### config.mk
export PLATFORM = sky130hd
export DESIGN_NAME = tgm_mux_top
export DESIGN_NICKNAME = d
export VERILOG_FILES = /design/src/tgm_pkg.sv /design/src/tgm_pin_route.sv /design/src/tgm_mux_top.sv
export SDC_FILE = /design/constraint.sdc
export NUM_CORES = 1
export LEC_CHECK = 0
export BUFFER_PORTS_ARGS = -buffer_cell sky130_fd_sc_hd__buf_2
export CAP_MARGIN = 40
export CORE_ASPECT_RATIO = 1.25
export CORE_MARGIN = 2
export CORE_UTILIZATION = 55
export DETAILED_ROUTE_END_ITERATION = 7
export PLACE_DENSITY = 0.94
export SLEW_MARGIN = 15
export SYNTH_ARGS = -nofsm -noshare
export SYNTH_HDL_FRONTEND = slang
export SYNTH_SLANG_ARGS = --single-unit
### constraint.sdc
create_clock -name clk -period 4.1 [get_ports clk]
set_clock_uncertainty 0.1 [all_clocks]
set_input_delay 0.41 -clock clk [delete_from_list [all_inputs] [get_ports clk]]
set_output_delay 0.41 -clock clk [all_outputs]
set_load 0.01 [all_outputs]
### src/tgm_pkg.sv
// constants and types for the test and general pin signal mux
package tgm_pkg;

   // ----------------------------------------------------------------
   // register map
   // ----------------------------------------------------------------
   localparam logic [9:0] TGM_OFF_PROBE = 10'h3f8;
   localparam logic [9:0] TGM_OFF_RSSI  = 10'h3f9;
   localparam logic [9:0] TGM_OFF_PINFN = 10'h3fa;
   localparam logic [9:0] TGM_OFF_SCALE = 10'h3fd;

   localparam logic [7:0] TGM_RST_PROBE = 8'h00;
   localparam logic [7:0] TGM_RST_RSSI  = 8'h00;
   localparam logic [7:0] TGM_RST_PINFN = 8'h00;
   localparam logic [7:0] TGM_RST_SCALE = 8'h04;

   // field positions
   localparam int TGM_RSSI_SEL_LSB  = 0;
   localparam int TGM_RSSI_SEL_W    = 2;
   localparam int TGM_SCALE_LSB     = 0;
   localparam int TGM_SCALE_W       = 4;

   // ----------------------------------------------------------------
   // codes
   // ----------------------------------------------------------------
   localparam logic [7:0] TGM_PROBE_RSSI   = 8'h64;
   localparam logic [1:0] TGM_RSSI_ANALOG  = 2'h3;
   localparam logic [7:0] TGM_PF_DEFAULT   = 8'h00;
   localparam logic [7:0] TGM_PF_SLICER    = 8'h21;
   localparam logic [7:0] TGM_PF_LIMITER   = 8'h40;
   localparam logic [7:0] TGM_PF_LIM_BOTH  = 8'h41;
   localparam logic [7:0] TGM_PF_TX_DATA   = 8'h50;
   localparam logic [7:0] TGM_PF_RAMP_DONE = 8'h53;
   localparam logic [7:0] TGM_PF_SPORT_LO  = 8'ha0;
   localparam logic [7:0] TGM_PF_SPORT_HI  = 8'ha8;
   localparam logic [7:0] TGM_PF_TEST_DAC  = 8'hc9;

   localparam int TGM_NPINS = 6;

   typedef enum logic [2:0] {
      TGM_RT_DEFAULT   = 3'b000,
      TGM_RT_SLICER    = 3'b001,
      TGM_RT_LIMITER   = 3'b010,
      TGM_RT_LIM_BOTH  = 3'b011,
      TGM_RT_TX_DATA   = 3'b100,
      TGM_RT_RAMP_DONE = 3'b101,
      TGM_RT_SPORT     = 3'b110,
      TGM_RT_TEST_DAC  = 3'b111
   } tgm_route_e;

endpackage

### src/tgm_pin_route.sv
// next pin values for the selected pin function
`timescale 1ns/1ps
module tgm_pin_route
   import tgm_pkg::*;
(
   input  wire logic [7:0]           pin_function,
   input  wire logic                 slicer_out,
   input  wire logic                 lim_q_filt,
   input  wire logic                 lim_i_filt,
   input  wire logic                 lim_q_raw,
   input  wire logic                 lim_i_raw,
   input  wire logic                 tx_pkt_data,
   input  wire logic                 pa_ramp_done,
   input  wire logic                 test_conv_out,
   input  wire logic [TGM_NPINS-1:0] dflt_pin_out,
   input  wire logic [TGM_NPINS-1:0] dflt_pin_oe_n,
   input  wire logic [TGM_NPINS-1:0] sport_pin_out,
   input  wire logic [TGM_NPINS-1:0] sport_pin_oe_n,
   output logic      [TGM_NPINS-1:0] pin_out_nxt,
   output logic      [TGM_NPINS-1:0] pin_oe_n_nxt,
   output logic                      sport_en_nxt,
   output logic      [3:0]           sport_mode_nxt
);

   tgm_route_e                 route;
   logic       [TGM_NPINS-1:0] base_out;
   logic       [TGM_NPINS-1:0] base_oe_n;

   // ----------------------------------------------------------------
   // decode of the selector
   // ----------------------------------------------------------------
   always_comb begin
      sport_mode_nxt = 4'h0;
      if (pin_function == TGM_PF_SLICER) begin
         route = TGM_RT_SLICER;
      end else if (pin_function == TGM_PF_LIMITER) begin
         route = TGM_RT_LIMITER;
      end else if (pin_function == TGM_PF_LIM_BOTH) begin
         route = TGM_RT_LIM_BOTH;
      end else if (pin_function == TGM_PF_TX_DATA) begin
         route = TGM_RT_TX_DATA;
      end else if (pin_function == TGM_PF_RAMP_DONE) begin
         route = TGM_RT_RAMP_DONE;
      end else if (pin_function == TGM_PF_TEST_DAC) begin
         route = TGM_RT_TEST_DAC;
      end else if (pin_function >= TGM_PF_SPORT_LO &&
                   pin_function <= TGM_PF_SPORT_HI) begin
         route = TGM_RT_SPORT;
         sport_mode_nxt = 4'(pin_function - TGM_PF_SPORT_LO);
      end else begin
         route = TGM_RT_DEFAULT;
      end
      sport_en_nxt = (route == TGM_RT_SPORT);
   end

   // ----------------------------------------------------------------
   // per pin base function: default or serial port
   // ----------------------------------------------------------------
   for (genvar i = 0; i < TGM_NPINS; i++) begin : g_base
      assign base_out[i]  = (route == TGM_RT_SPORT) ? sport_pin_out[i]
                                                    : dflt_pin_out[i];
      assign base_oe_n[i] = (route == TGM_RT_SPORT) ? sport_pin_oe_n[i]
                                                    : dflt_pin_oe_n[i];
   end

   // ----------------------------------------------------------------
   // observation overrides
   // ----------------------------------------------------------------
   always_comb begin
      pin_out_nxt  = base_out;
      pin_oe_n_nxt = base_oe_n;
      unique case (route)
         TGM_RT_SLICER: begin
            pin_out_nxt[5]  = slicer_out;
            pin_oe_n_nxt[5] = 1'b0;
         end
         TGM_RT_LIMITER: begin
            pin_out_nxt[1:0]  = {lim_i_filt, lim_q_filt};
            pin_oe_n_nxt[1:0] = 2'h0;
         end
         TGM_RT_LIM_BOTH: begin
            pin_out_nxt[3:0]  = {lim_i_raw, lim_q_raw,
                                 lim_i_filt, lim_q_filt};
            pin_oe_n_nxt[3:0] = 4'h0;
         end
         TGM_RT_TX_DATA: begin
            pin_out_nxt[0]  = tx_pkt_data;
            pin_oe_n_nxt[0] = 1'b0;
         end
         TGM_RT_RAMP_DONE: begin
            pin_out_nxt[0]  = pa_ramp_done;
            pin_oe_n_nxt[0] = 1'b0;
         end
         TGM_RT_TEST_DAC: begin
            pin_out_nxt[0]  = test_conv_out;
            pin_oe_n_nxt[0] = 1'b0;
         end
         TGM_RT_SPORT, TGM_RT_DEFAULT: begin
            pin_out_nxt  = base_out;
            pin_oe_n_nxt = base_oe_n;
         end
      endcase
   end

endmodule

### src/tgm_mux_top.sv
// register file and registered pin outputs of the test signal mux
`timescale 1ns/1ps
module tgm_mux_top
   import tgm_pkg::*;
(
   input  wire logic                 clk,
   input  wire logic                 reset,
   input  wire logic [9:0]           reg_addr,
   input  wire logic [7:0]           reg_wdata,
   input  wire logic                 reg_wr,
   input  wire logic                 reg_rd,
   output logic      [7:0]           reg_rdata,
   input  wire logic                 slicer_out,
   input  wire logic                 lim_q_filt,
   input  wire logic                 lim_i_filt,
   input  wire logic                 lim_q_raw,
   input  wire logic                 lim_i_raw,
   input  wire logic                 tx_pkt_data,
   input  wire logic                 pa_ramp_done,
   input  wire logic                 test_conv_out,
   input  wire logic [TGM_NPINS-1:0] dflt_pin_out,
   input  wire logic [TGM_NPINS-1:0] dflt_pin_oe_n,
   input  wire logic [TGM_NPINS-1:0] sport_pin_out,
   input  wire logic [TGM_NPINS-1:0] sport_pin_oe_n,
   output logic      [TGM_NPINS-1:0] general_pin_out,
   output logic      [TGM_NPINS-1:0] general_pin_oe_n,
   output logic                      analog_test_pin_three_en,
   output logic      [3:0]           test_conv_scale,
   output logic                      sport_en,
   output logic      [3:0]           sport_mode
);

   typedef struct packed {
      logic [7:0]           probe;
      logic [7:0]           rssi;
      logic [7:0]           pinfn;
      logic [7:0]           scale;
      logic [7:0]           rdata;
      logic [TGM_NPINS-1:0] pin_out;
      logic [TGM_NPINS-1:0] pin_oe_n;
      logic                 probe_en;
      logic                 sport_en;
      logic [3:0]           sport_mode;
   } tgm_state_s;

   tgm_state_s                 st_r;
   tgm_state_s                 st_nxt;
   logic       [TGM_NPINS-1:0] pin_out_nxt;
   logic       [TGM_NPINS-1:0] pin_oe_n_nxt;
   logic                       sport_en_nxt;
   logic       [3:0]           sport_mode_nxt;

   // ----------------------------------------------------------------
   // pin routing
   // ----------------------------------------------------------------
   tgm_pin_route u_route (
      .pin_function   (st_r.pinfn),
      .slicer_out     (slicer_out),
      .lim_q_filt     (lim_q_filt),
      .lim_i_filt     (lim_i_filt),
      .lim_q_raw      (lim_q_raw),
      .lim_i_raw      (lim_i_raw),
      .tx_pkt_data    (tx_pkt_data),
      .pa_ramp_done   (pa_ramp_done),
      .test_conv_out  (test_conv_out),
      .dflt_pin_out   (dflt_pin_out),
      .dflt_pin_oe_n  (dflt_pin_oe_n),
      .sport_pin_out  (sport_pin_out),
      .sport_pin_oe_n (sport_pin_oe_n),
      .pin_out_nxt    (pin_out_nxt),
      .pin_oe_n_nxt   (pin_oe_n_nxt),
      .sport_en_nxt   (sport_en_nxt),
      .sport_mode_nxt (sport_mode_nxt)
   );

   // ----------------------------------------------------------------
   // next state
   // ----------------------------------------------------------------
   always_comb begin
      st_nxt = st_r;
      if (reg_wr) begin
         unique case (reg_addr)
            TGM_OFF_PROBE: st_nxt.probe = reg_wdata;
            TGM_OFF_RSSI:  st_nxt.rssi  = reg_wdata;
            TGM_OFF_PINFN: st_nxt.pinfn = reg_wdata;
            TGM_OFF_SCALE: st_nxt.scale = reg_wdata;
            default:       st_nxt.probe = st_r.probe;
         endcase
      end
      st_nxt.rdata = 8'h00;
      if (reg_rd) begin
         unique case (reg_addr)
            TGM_OFF_PROBE: st_nxt.rdata = st_r.probe;
            TGM_OFF_RSSI:  st_nxt.rdata = st_r.rssi;
            TGM_OFF_PINFN: st_nxt.rdata = st_r.pinfn;
            TGM_OFF_SCALE: st_nxt.rdata = st_r.scale;
            default:       st_nxt.rdata = 8'h00;
         endcase
      end
      st_nxt.pin_out    = pin_out_nxt;
      st_nxt.pin_oe_n   = pin_oe_n_nxt;
      st_nxt.sport_en   = sport_en_nxt;
      st_nxt.sport_mode = sport_mode_nxt;
      st_nxt.probe_en   = (st_r.probe == TGM_PROBE_RSSI) &&
                          (st_r.rssi[TGM_RSSI_SEL_LSB +: TGM_RSSI_SEL_W]
                           == TGM_RSSI_ANALOG);
   end

   // ----------------------------------------------------------------
   // state register
   // ----------------------------------------------------------------
   always_ff @(posedge clk) begin
      if (reset) begin
         st_r.probe      <= TGM_RST_PROBE;
         st_r.rssi       <= TGM_RST_RSSI;
         st_r.pinfn      <= TGM_RST_PINFN;
         st_r.scale      <= TGM_RST_SCALE;
         st_r.rdata      <= 8'h00;
         st_r.pin_out    <= '0;
         st_r.pin_oe_n   <= '1;
         st_r.probe_en   <= 1'b0;
         st_r.sport_en   <= 1'b0;
         st_r.sport_mode <= 4'h0;
      end else begin
         st_r <= st_nxt;
      end
   end

   assign reg_rdata                = st_r.rdata;
   assign general_pin_out          = st_r.pin_out;
   assign general_pin_oe_n         = st_r.pin_oe_n;
   assign analog_test_pin_three_en = st_r.probe_en;
   assign test_conv_scale          = st_r.scale[TGM_SCALE_LSB +: TGM_SCALE_W];
   assign sport_en                 = st_r.sport_en;
   assign sport_mode               = st_r.sport_mode;
endmodule

# [After elaboration in Yosys (flattened, before gate mapping)]
# Cells that the tools add are included.
# W data, S select, Z words.
[classes] addsub=1 magnitude_cmp=2 n_eq_ne=19 mux=28 bitwise=2 reduce_logical=10
[op_table] cell="$eq A10 B10 Y1 const B" count=4
[op_table] cell="$eq A8 B7 Y1 const B" count=5
[op_table] cell="$pmux W8 S4" count=1
[op_table] cell="$mux W3" count=7
[op_table] cell="$mux W1" count=17
[op_table] cell="$eq A3 B3 Y1 const B" count=4
[op_table] cell="$eq A8 B6 Y1 const B" count=1
[op_table] cell="$eq A8 B8 Y1 const B" count=1
[op_table] cell="$ge A8 B8 Y1 const B" count=1
[op_table] cell="$le A8 B8 Y1 const B" count=1
[op_table] cell="$reduce_and A2 Y1" count=4
[op_table] cell="$reduce_or A8 Y1" count=1
[op_table] cell="$eq A3 B2 Y1 const B" count=2
[op_table] cell="$reduce_or A5 Y1" count=1
[op_table] cell="$mux W2" count=2
[op_table] cell="$pmux W1 S4" count=1
[op_table] cell="$reduce_or A2 Y1" count=2
[op_table] cell="$sub A4 B1 Y4 const B" count=1
[op_table] cell="$eq A3 B1 Y1 const B" count=1
[op_table] cell="$eq A2 B2 Y1 const B" count=1
[op_table] cell="$logic_and A1 B1 Y1" count=2
[op_table] cell="$not A1 Y1" count=2
[totals] reg_bits=58 inputBits=54 output_inout_bits=30 word_cells=72

# [Longest topological paths before layout]
# Gate-level depths: netlist of the first run.
[depth] word_depth=12 depth_mapped=6 ltp_nobuf=4

# [Modules after synthesis]
# From an unflattened synthesis of the first run, not the netlist that was laid out.
[hier_totals] hier_cells=329 hier_area_um2=3168.0
[modules_own_cells] mod="tgm_mux_top" instances=1 cells_per_inst=250 area_each_um2=2650.0 seq_area_each_um2=1161.1
[modules_own_cells] mod="tgm_pin_route" instances=1 cells_per_inst=79 area_each_um2=518.0 seq_area_each_um2=0.0

# [Least setup slack after synthesis of the first run]
# No wires, ideal clock.
[synth_timing] path_kind="in2reg" startpoint="in reg_addr[3]" endpoint="reg st_r (netlist bit test_conv_scale[2])" setup_time_ns=0.120 arrival_ns=1.502 t_required_ns=3.880 slack_ns=2.378 cell_stages=4 path_buffers=0 cell_sequence="nand4_4 nor4_4 nor2b_1 a211o_1"
[synth_between] elab_chain_len=2
[synth_lines] item="from (decl)" line_no="tgm_mux_top.sv:8" source="input wire logic [9:0] reg_addr,"
[synth_lines] item="$eq A10 B10 Y1" line_no="tgm_mux_top.sv:82" source="unique case (reg_addr)"
[synth_lines] item="$reduce_and A2 Y1 (no source line)"
[synth_lines] item="to (signal assigned)" line_no="tgm_mux_top.sv:125" source="st_r <= st_nxt;"
[synth_lines] item="to (decl)" line_no="tgm_mux_top.sv:46" source="tgm_state_s st_r;"
# No other way between the ends.
# A chain may end at the register's enable or synchronous reset.

# [Worst setup path after layout of the first run]
[layout_timing] startpoint="reg st_r[35] in the netlist's numbering" endpoint="reg st_r (netlist bit general_pin_out[0])"
[layout_between] elab_chain_len=12 word_cells_on_any_way=25 cone_classes="2 x order compare; 12 x eq/ne; 9 x mux; 2 x reduce/logical"
[layout_lines] item="$ge A8 B8 Y1 or $le A8 B8 Y1 (tied branches)" line_no="tgm_pin_route.sv:46, tgm_pin_route.sv:47"
[layout_lines] item="$logic_and A1 B1 Y1" line_no="tgm_pin_route.sv:46" source="end else if (pin_function >= TGM_PF_SPORT_LO &&"
[layout_lines] item="$mux W3" line_no="tgm_pin_route.sv:46"
[layout_lines] item="$mux W3" line_no="tgm_pin_route.sv:44" source="end else if (pin_function == TGM_PF_TEST_DAC) begin"
[layout_lines] item="$mux W3" line_no="tgm_pin_route.sv:42" source="end else if (pin_function == TGM_PF_RAMP_DONE) begin"
[layout_lines] item="$mux W3" line_no="tgm_pin_route.sv:40" source="end else if (pin_function == TGM_PF_TX_DATA) begin"
[layout_lines] item="$mux W3" line_no="tgm_pin_route.sv:38" source="end else if (pin_function == TGM_PF_LIM_BOTH) begin"
[layout_lines] item="$mux W3" line_no="tgm_pin_route.sv:36" source="end else if (pin_function == TGM_PF_LIMITER) begin"
[layout_lines] item="$mux W3 (*)" line_no="tgm_pin_route.sv:34" source="if (pin_function == TGM_PF_SLICER) begin"
[layout_lines] item="$eq A3 B3 Y1 or $eq A3 B2 Y1 (tied branches)" line_no="tgm_pin_route.sv:60, tgm_pin_route.sv:72"
[layout_lines] item="$mux W1 or $reduce_or A2 Y1 (tied branches)"
[layout_lines] item="$pmux W1 S4 (*)" line_no="tgm_pin_route.sv:72" source="unique case (route)"
# Every way passes the cells marked *; elsewhere a longest branch is shown, timed or not.

==> results.toml, run 1 <==
[run_status]
status = "finished, final reports clean"

[setup_path]
r2r_start = "st_r[35]"
required_ns = 4.20
cp-startpoint = "st_r[35]"
arrival_ns = 2.28
cp_slowest_cell = "nand4b_1"
critPathCaptureType = "flop"
max_stage_delay_ns = 0.49
crit_type = "flop to flop"
path_cells = "o31ai_1 > nand4b_1 > and3_1 > a2111oi_2"
crit_fanout = 12
startpoint_type = "flop"

[grt]
grt_util_all_layers_pct = 22.14
grt_first_pass_wirelength_um = 9480
grt_antenna_before_repair = 0
grt_max_degree = 48
grt_pass1_vias = 2165
overflow = 0

[drt]
highest_layer = "met4"
drt_iter0_drc = 99
vias_per_cell = 5.494
met3_wirelength_um = 433
firstDrtPassIters = 4
dr_wl_met2_um = 3051
drc = 0
routed_wl_um = 6003
routed-via-count = 2258
drt-met1-wl_um = 2413
wl_per_cell_um = 14.61
ant_nets = 0

[sta]
slew_viol_final = 0
whs_ns = 0.2024
fmax_ghz = 0.4599
worst_pin_slew_ns = 0.9136
tns_ns = 0
grt_setup_unrepaired = "false"
slew_headroom_pct = 38.63
post-route-min-period_ns = 2.174
hold_viol = 0
setup_viol = 0
min_period_over_period_pct = 53.03

[final_layout]
final_common_cell = "buf_2"
final.fill_count = 365
final_cell_mix = "buf_2, dfxtp_1, nor2_1, mux2i_1, nand2_1"
nets = 404
areaGrowthSynthToFinish_pct = 13.85
antenna_cells = 0
drive_above_1_share_pct = 31.34

[die]
die_y_um = 83.28
coreArea_um2 = 4800
die_w_um = 67.42
die_area_um2 = 5614
top_level_ports = 84
initial_core_util_pct = 57.61
rows = 28

[synthesis]
synth.top_cell.area_share_pct = 41.99
syn_nets = 353
syn_avg_cell_area_um2 = 9.248
synth_top_area_cell = "dfxtp_1"
synth_ff_type = "dfxtp_1"
synth_seq_cells = 58
synth_area_leaders = "dfxtp_1, mux2i_1, buf_4"
yosys_warnings = 0
syn_inst = 299
ys_types = 40
synth_edf_count = 0
syn_area_um2 = 2765
synthArstFlopShare_pct = 0
yosysSeqAreaShare_pct = 41.99

[clock_tree]
cts_max_path_buffers = 2
cts_max_level = 3
tritoncts = "yes"
post_cts_buffers = 0
root_buffer = "clkbuf_8"
path_clk_slew_ns = 0.06
cts_made_buffers = 9
cts_num_sinks = 58
ctsResizeCount = 0
clkLatencyLatePin_ns = 0.32
cts-hold-fix-buffers = 0

[place]
gp_congestion = 0.8341
hpwlAfterDp_um = 4313
portBuffers = 83

[min_path]
worstHoldStart = "sport_pin_oe_n[5]"
hold_path_class = "primary input to flop"

[flow_run]
drv_cap = 0

[pwr]
power.density_nw_per_um2 = 346.7
vdd_ir_drop_max_mv = 0.2546
p_leak_nw = 1.347
## registers in the layout, indices dropped and copies added, names as in the netlist
name                      cells
analog_test_pin_three_en      1
general_pin_oe_n              6
general_pin_out               6
reg_rdata                     8
sport_en                      1
sport_mode                    4
st_r                         28
test_conv_scale               4
## critical path: cells and delay by family, from the launching register on
family	cells	cell delay, ns
simple gates	2	0.86
compound gates	2	0.69
flops	1	0.40
## per-stage QoR
stage | cells | power, W | util, % | area (um^2) | setup WS, ns
after floorplan | 299 | 0.0006244 | - | 2765 | 2.378
after global placement | 398 | 0.0006554 | 61.99 | 2975 | 1.786
after detailed placement | 399 | 0.0006573 | 62.15 | 2983 | 1.808
after CTS | 411 | 0.001097 | 65.59 | 3148 | 1.953
after global routing | 411 | 0.001132 | 65.59 | 3148 | 1.746
final | 411 | 0.001091 | 65.59 | 3148 | 1.926
## cell type report
type | instances | area, um^2 | area share [%]
flip-flops and latches | 58 | 1161 | 36.88
clock buffers | 12 | 165.2 | 5.246
well taps | 60 | 75.07 | 2.385
inverters | 2 | 7.507 | 0.2385
multi-input cells | 195 | 1316 | 41.81
repair buffers | 84 | 422.9 | 13.43
## kinds of logic (layout without fill, tap and decap cells)
kind of cell	count (synthesis)	count (layout)	share of synthesized area (%)
flip-flops	58	58	41.99
buffers and inverters	46	98	10.63
multiplexers	39	39	14.43
AO/OA/AOI/OAI	33	33	8.416
AND/OR/NAND/NOR	123	123	24.53
## metal layers
layer  track usage [%]  vias to the layer above
li1                  -                     1106
met1             24.85                     1038
met2             37.62                      101
met3             6.369                       13
met4             9.833                        0
met5                 0                        -
## where the power goes
part	switching [W]	internal, W	leakage [nW]
clock	0.000191	0.000255	0.0863
sequential	0.00000142	0.000570	0.470
combinational	0.0000410	0.0000328	0.791
## cells in the mapped netlist (2+ instances only)
| cell | instances |
|---|---|
| mux2i_1 | 32 |
| nand4b_1 | 2 |
| nor4_4 | 2 |
| nand2b_1 | 3 |
| mux2_2 | 7 |
| buf_4 | 30 |
| inv_1 | 2 |
| nand2_1 | 27 |
| nor4b_1 | 3 |
| o21ai_0 | 11 |
| nand3_1 | 6 |
| buf_2 | 7 |
| nor3_1 | 3 |
| a21oi_1 | 3 |
| nor2b_1 | 5 |
| nor2_1 | 44 |
| nor4bb_1 | 2 |
| and2_1 | 12 |
| dfxtp_1 | 58 |
| a22oi_1 | 7 |
| a311oi_1 | 4 |
| clkbuf_1 | 7 |
| nand4_1 | 2 |
| nand3b_1 | 4 |
## worst paths after layout
kind	cells past startpoint	slack [ns]	end
max	4	1.93	general_pin_out[0]
min	3	0.20	general_pin_oe_n[5]
min reg2reg	2	0.39	analog_test_pin_three_en
max reg2reg	4	1.93	general_pin_out[0]
Power figures use the tool's default switching activity.
==> inputs of run 2 (changes only) <==
CORE_UTILIZATION = 46   (was 55)
PLACE_DENSITY = 0.85   (was 0.94)
clock period = 1.8 ns   (was 4.1 ns; I/O delays follow)
==> run 2 against run 1 <==
  * Worst setup slack got worse by 1.8 ns
  * Clock power grew to 2.9 times the previous value
  * Cell count increased by 10%
  * Global-route usage is 1.1 points lower
  * Die area increased by 18%
  * Clock-buffer cell count decreased by 1
  * Combinational power rose to 2.9 times the previous value
  * Maximum frequency is 29% higher
  * Hold slack lost 0.19 ns
  * Utilization shrank 4.8 points
  * Sequential power grew 130%
  * Cell area is 12% higher
==> results.toml, run 2 (synthesis results as in run 1) <==
[run_status]
status = "finished, final reports clean"

[final_layout]
final_common_cell = "buf_2"
antenna_cells = 0
layout.cells.non_filler = 452
final.fill_count = 455
finalInstanceArea_um2 = 3540
largest_register_ffs = 28
nets = 437
drive_above_1_share_pct = 34.97
areaGrowthSynthToFinish_pct = 28.01
final_cell_mix = "buf_2, dfxtp_1, nor2_1, mux2i_1, nand2_1"
regMostFlops = "st_r"

[setup_path]
crit_type = "flop to flop"
startpoint_type = "flop"
crit_fanout = 6
required_ns = 1.93
arrival_ns = 1.82
ff2ff_setup_slack_ns = 0.11
critPathCaptureType = "flop"

[pwr]
vdd_ir_drop_max_mv = 0.4836
power.density_nw_per_um2 = 793.1
p_leak_nw = 1.520

[flow_run]
drv_cap = 0

[clock_tree]
path_clk_slew_ns = 0.06
root_buffer = "clkbuf_8"
cts_max_level = 3
tritoncts = "yes"
cts_max_path_buffers = 2
clkLatencyLatePin_ns = 0.33
cts_made_buffers = 9
cts_num_sinks = 58

[die]
die_w_um = 73.35
top_level_ports = 84
coreArea_um2 = 5818
die_y_um = 90.69
die_area_um2 = 6651
rows = 31
initial_core_util_pct = 47.53

[drt]
vias_per_cell = 5.440
drc = 0
routed_wl_um = 7030
ant_nets = 0
wl_per_cell_um = 15.55
drt_iter0_drc = 147
firstDrtPassIters = 4
routed-via-count = 2459

[grt]
grt_util_all_layers_pct = 21.07
grt_antenna_before_repair = 0
grt_pass1_vias = 2399
grt_first_pass_wirelength_um = 10890
grt_max_degree = 27
overflow = 0

[place]
gp_congestion = 0.8856
dp.cells = 419
hpwlAfterDp_um = 4663
preCtsSetupSlack_ns = 0.03667
dpl_cell_area_um2 = 3108
portBuffers = 83

[sta]
hold_viol = 0
setup_viol = 0
min_period_over_period_pct = 93.87
tns_ns = 0
slew_headroom_pct = 76.84
whs_ns = 0.01142
worst_pin_slew_ns = 0.3465
fmax_ghz = 0.5918
slew_viol_final = 0
setup_ws_ns = 0.1103
post-route-min-period_ns = 1.690

[min_path]
hold_path_class = "primary input to flop"
## run 2: cell types whose count changed in the layout (fill, tap and decap cells not counted), sizes merged
cell         previous run  this run
bufinv                  0         2
buf                    84        99
and4b                   1         2
dlygate4sd3             0        17
clkbuf                 12        11
clkinv                  0         1
## run 2: timing repair
| action | 4_1_cts | 5_1_grt |
|---|---|---|
| setup endpoints to repair | 1 | 9 |
| buffers inserted | 0 | 1 |
| resized for setup | 1 | 10 |
| endpoints found under the hold margin | 11 | 0 |
| hold buffers | 17 | 0 |
| gates cloned | 0 | 1 |
| pin swaps | 0 | 1 |
## run 2: final cells by class
cell class	instances	area [um^2]	share of cell area (%)
Timing Repair Buffer	116	718.2	20.29
Multi-Input combinational cell	196	1356	38.32
Inverter	2	7.507	0.2121
Sequential cell	58	1169	33.02
Tap cell	66	82.58	2.333
Clock inverter	3	65.06	1.838
Clock buffer	11	141.4	3.994
## run 2: power by group
| part | internal [W] | switching, W | leakage [nW] | total (W) |
|---|---|---|---|---|
| clock | 0.000800 | 0.000493 | 0.105 | 0.00129 |
| sequential | 0.00130 | 0.00000382 | 0.473 | 0.00130 |
| combinational | 0.000109 | 0.000106 | 0.942 | 0.000215 |
## run 2: layer usage
| metal | routed length, um | GRT usage, % |
|---|---|---|
| met1 | 2746 | 22.40 |
| met2 | 3710 | 37.84 |
| met3 | 458 | 6.585 |
| met4 | 114 | 7.727 |
| met5 | 0 | 0 |
## run 2: final timing paths
kind / startpoint / endpoint / cells past startpoint
setup reg to reg: st_r[40] / general_pin_out[0] / 4
setup / recovery: st_r[40] / general_pin_out[0] / 4
hold reg to reg: st_r[55] / analog_test_pin_three_en / 2
hold / removal: dflt_pin_out[3] / general_pin_out[3] / 3
## run 2: worst max-delay path, stage by stage (launching register included)
cell and delay (ns):
dfxtp_1 0.44, nor4b_4 0.35, nand3_1 0.15, and3_1 0.22, a2111oi_2 0.33
## run 2: stage by stage
| step | utilization, % | power [W] |
|---|---|---|
| after floorplan | - | 0.001422 |
| after global placement | 53.42 | 0.001507 |
| after CTS | 59.91 | 0.002819 |
| after global routing | 60.84 | 0.002892 |
| after detailed placement | 53.42 | 0.001512 |
| final | 60.84 | 0.002807 |
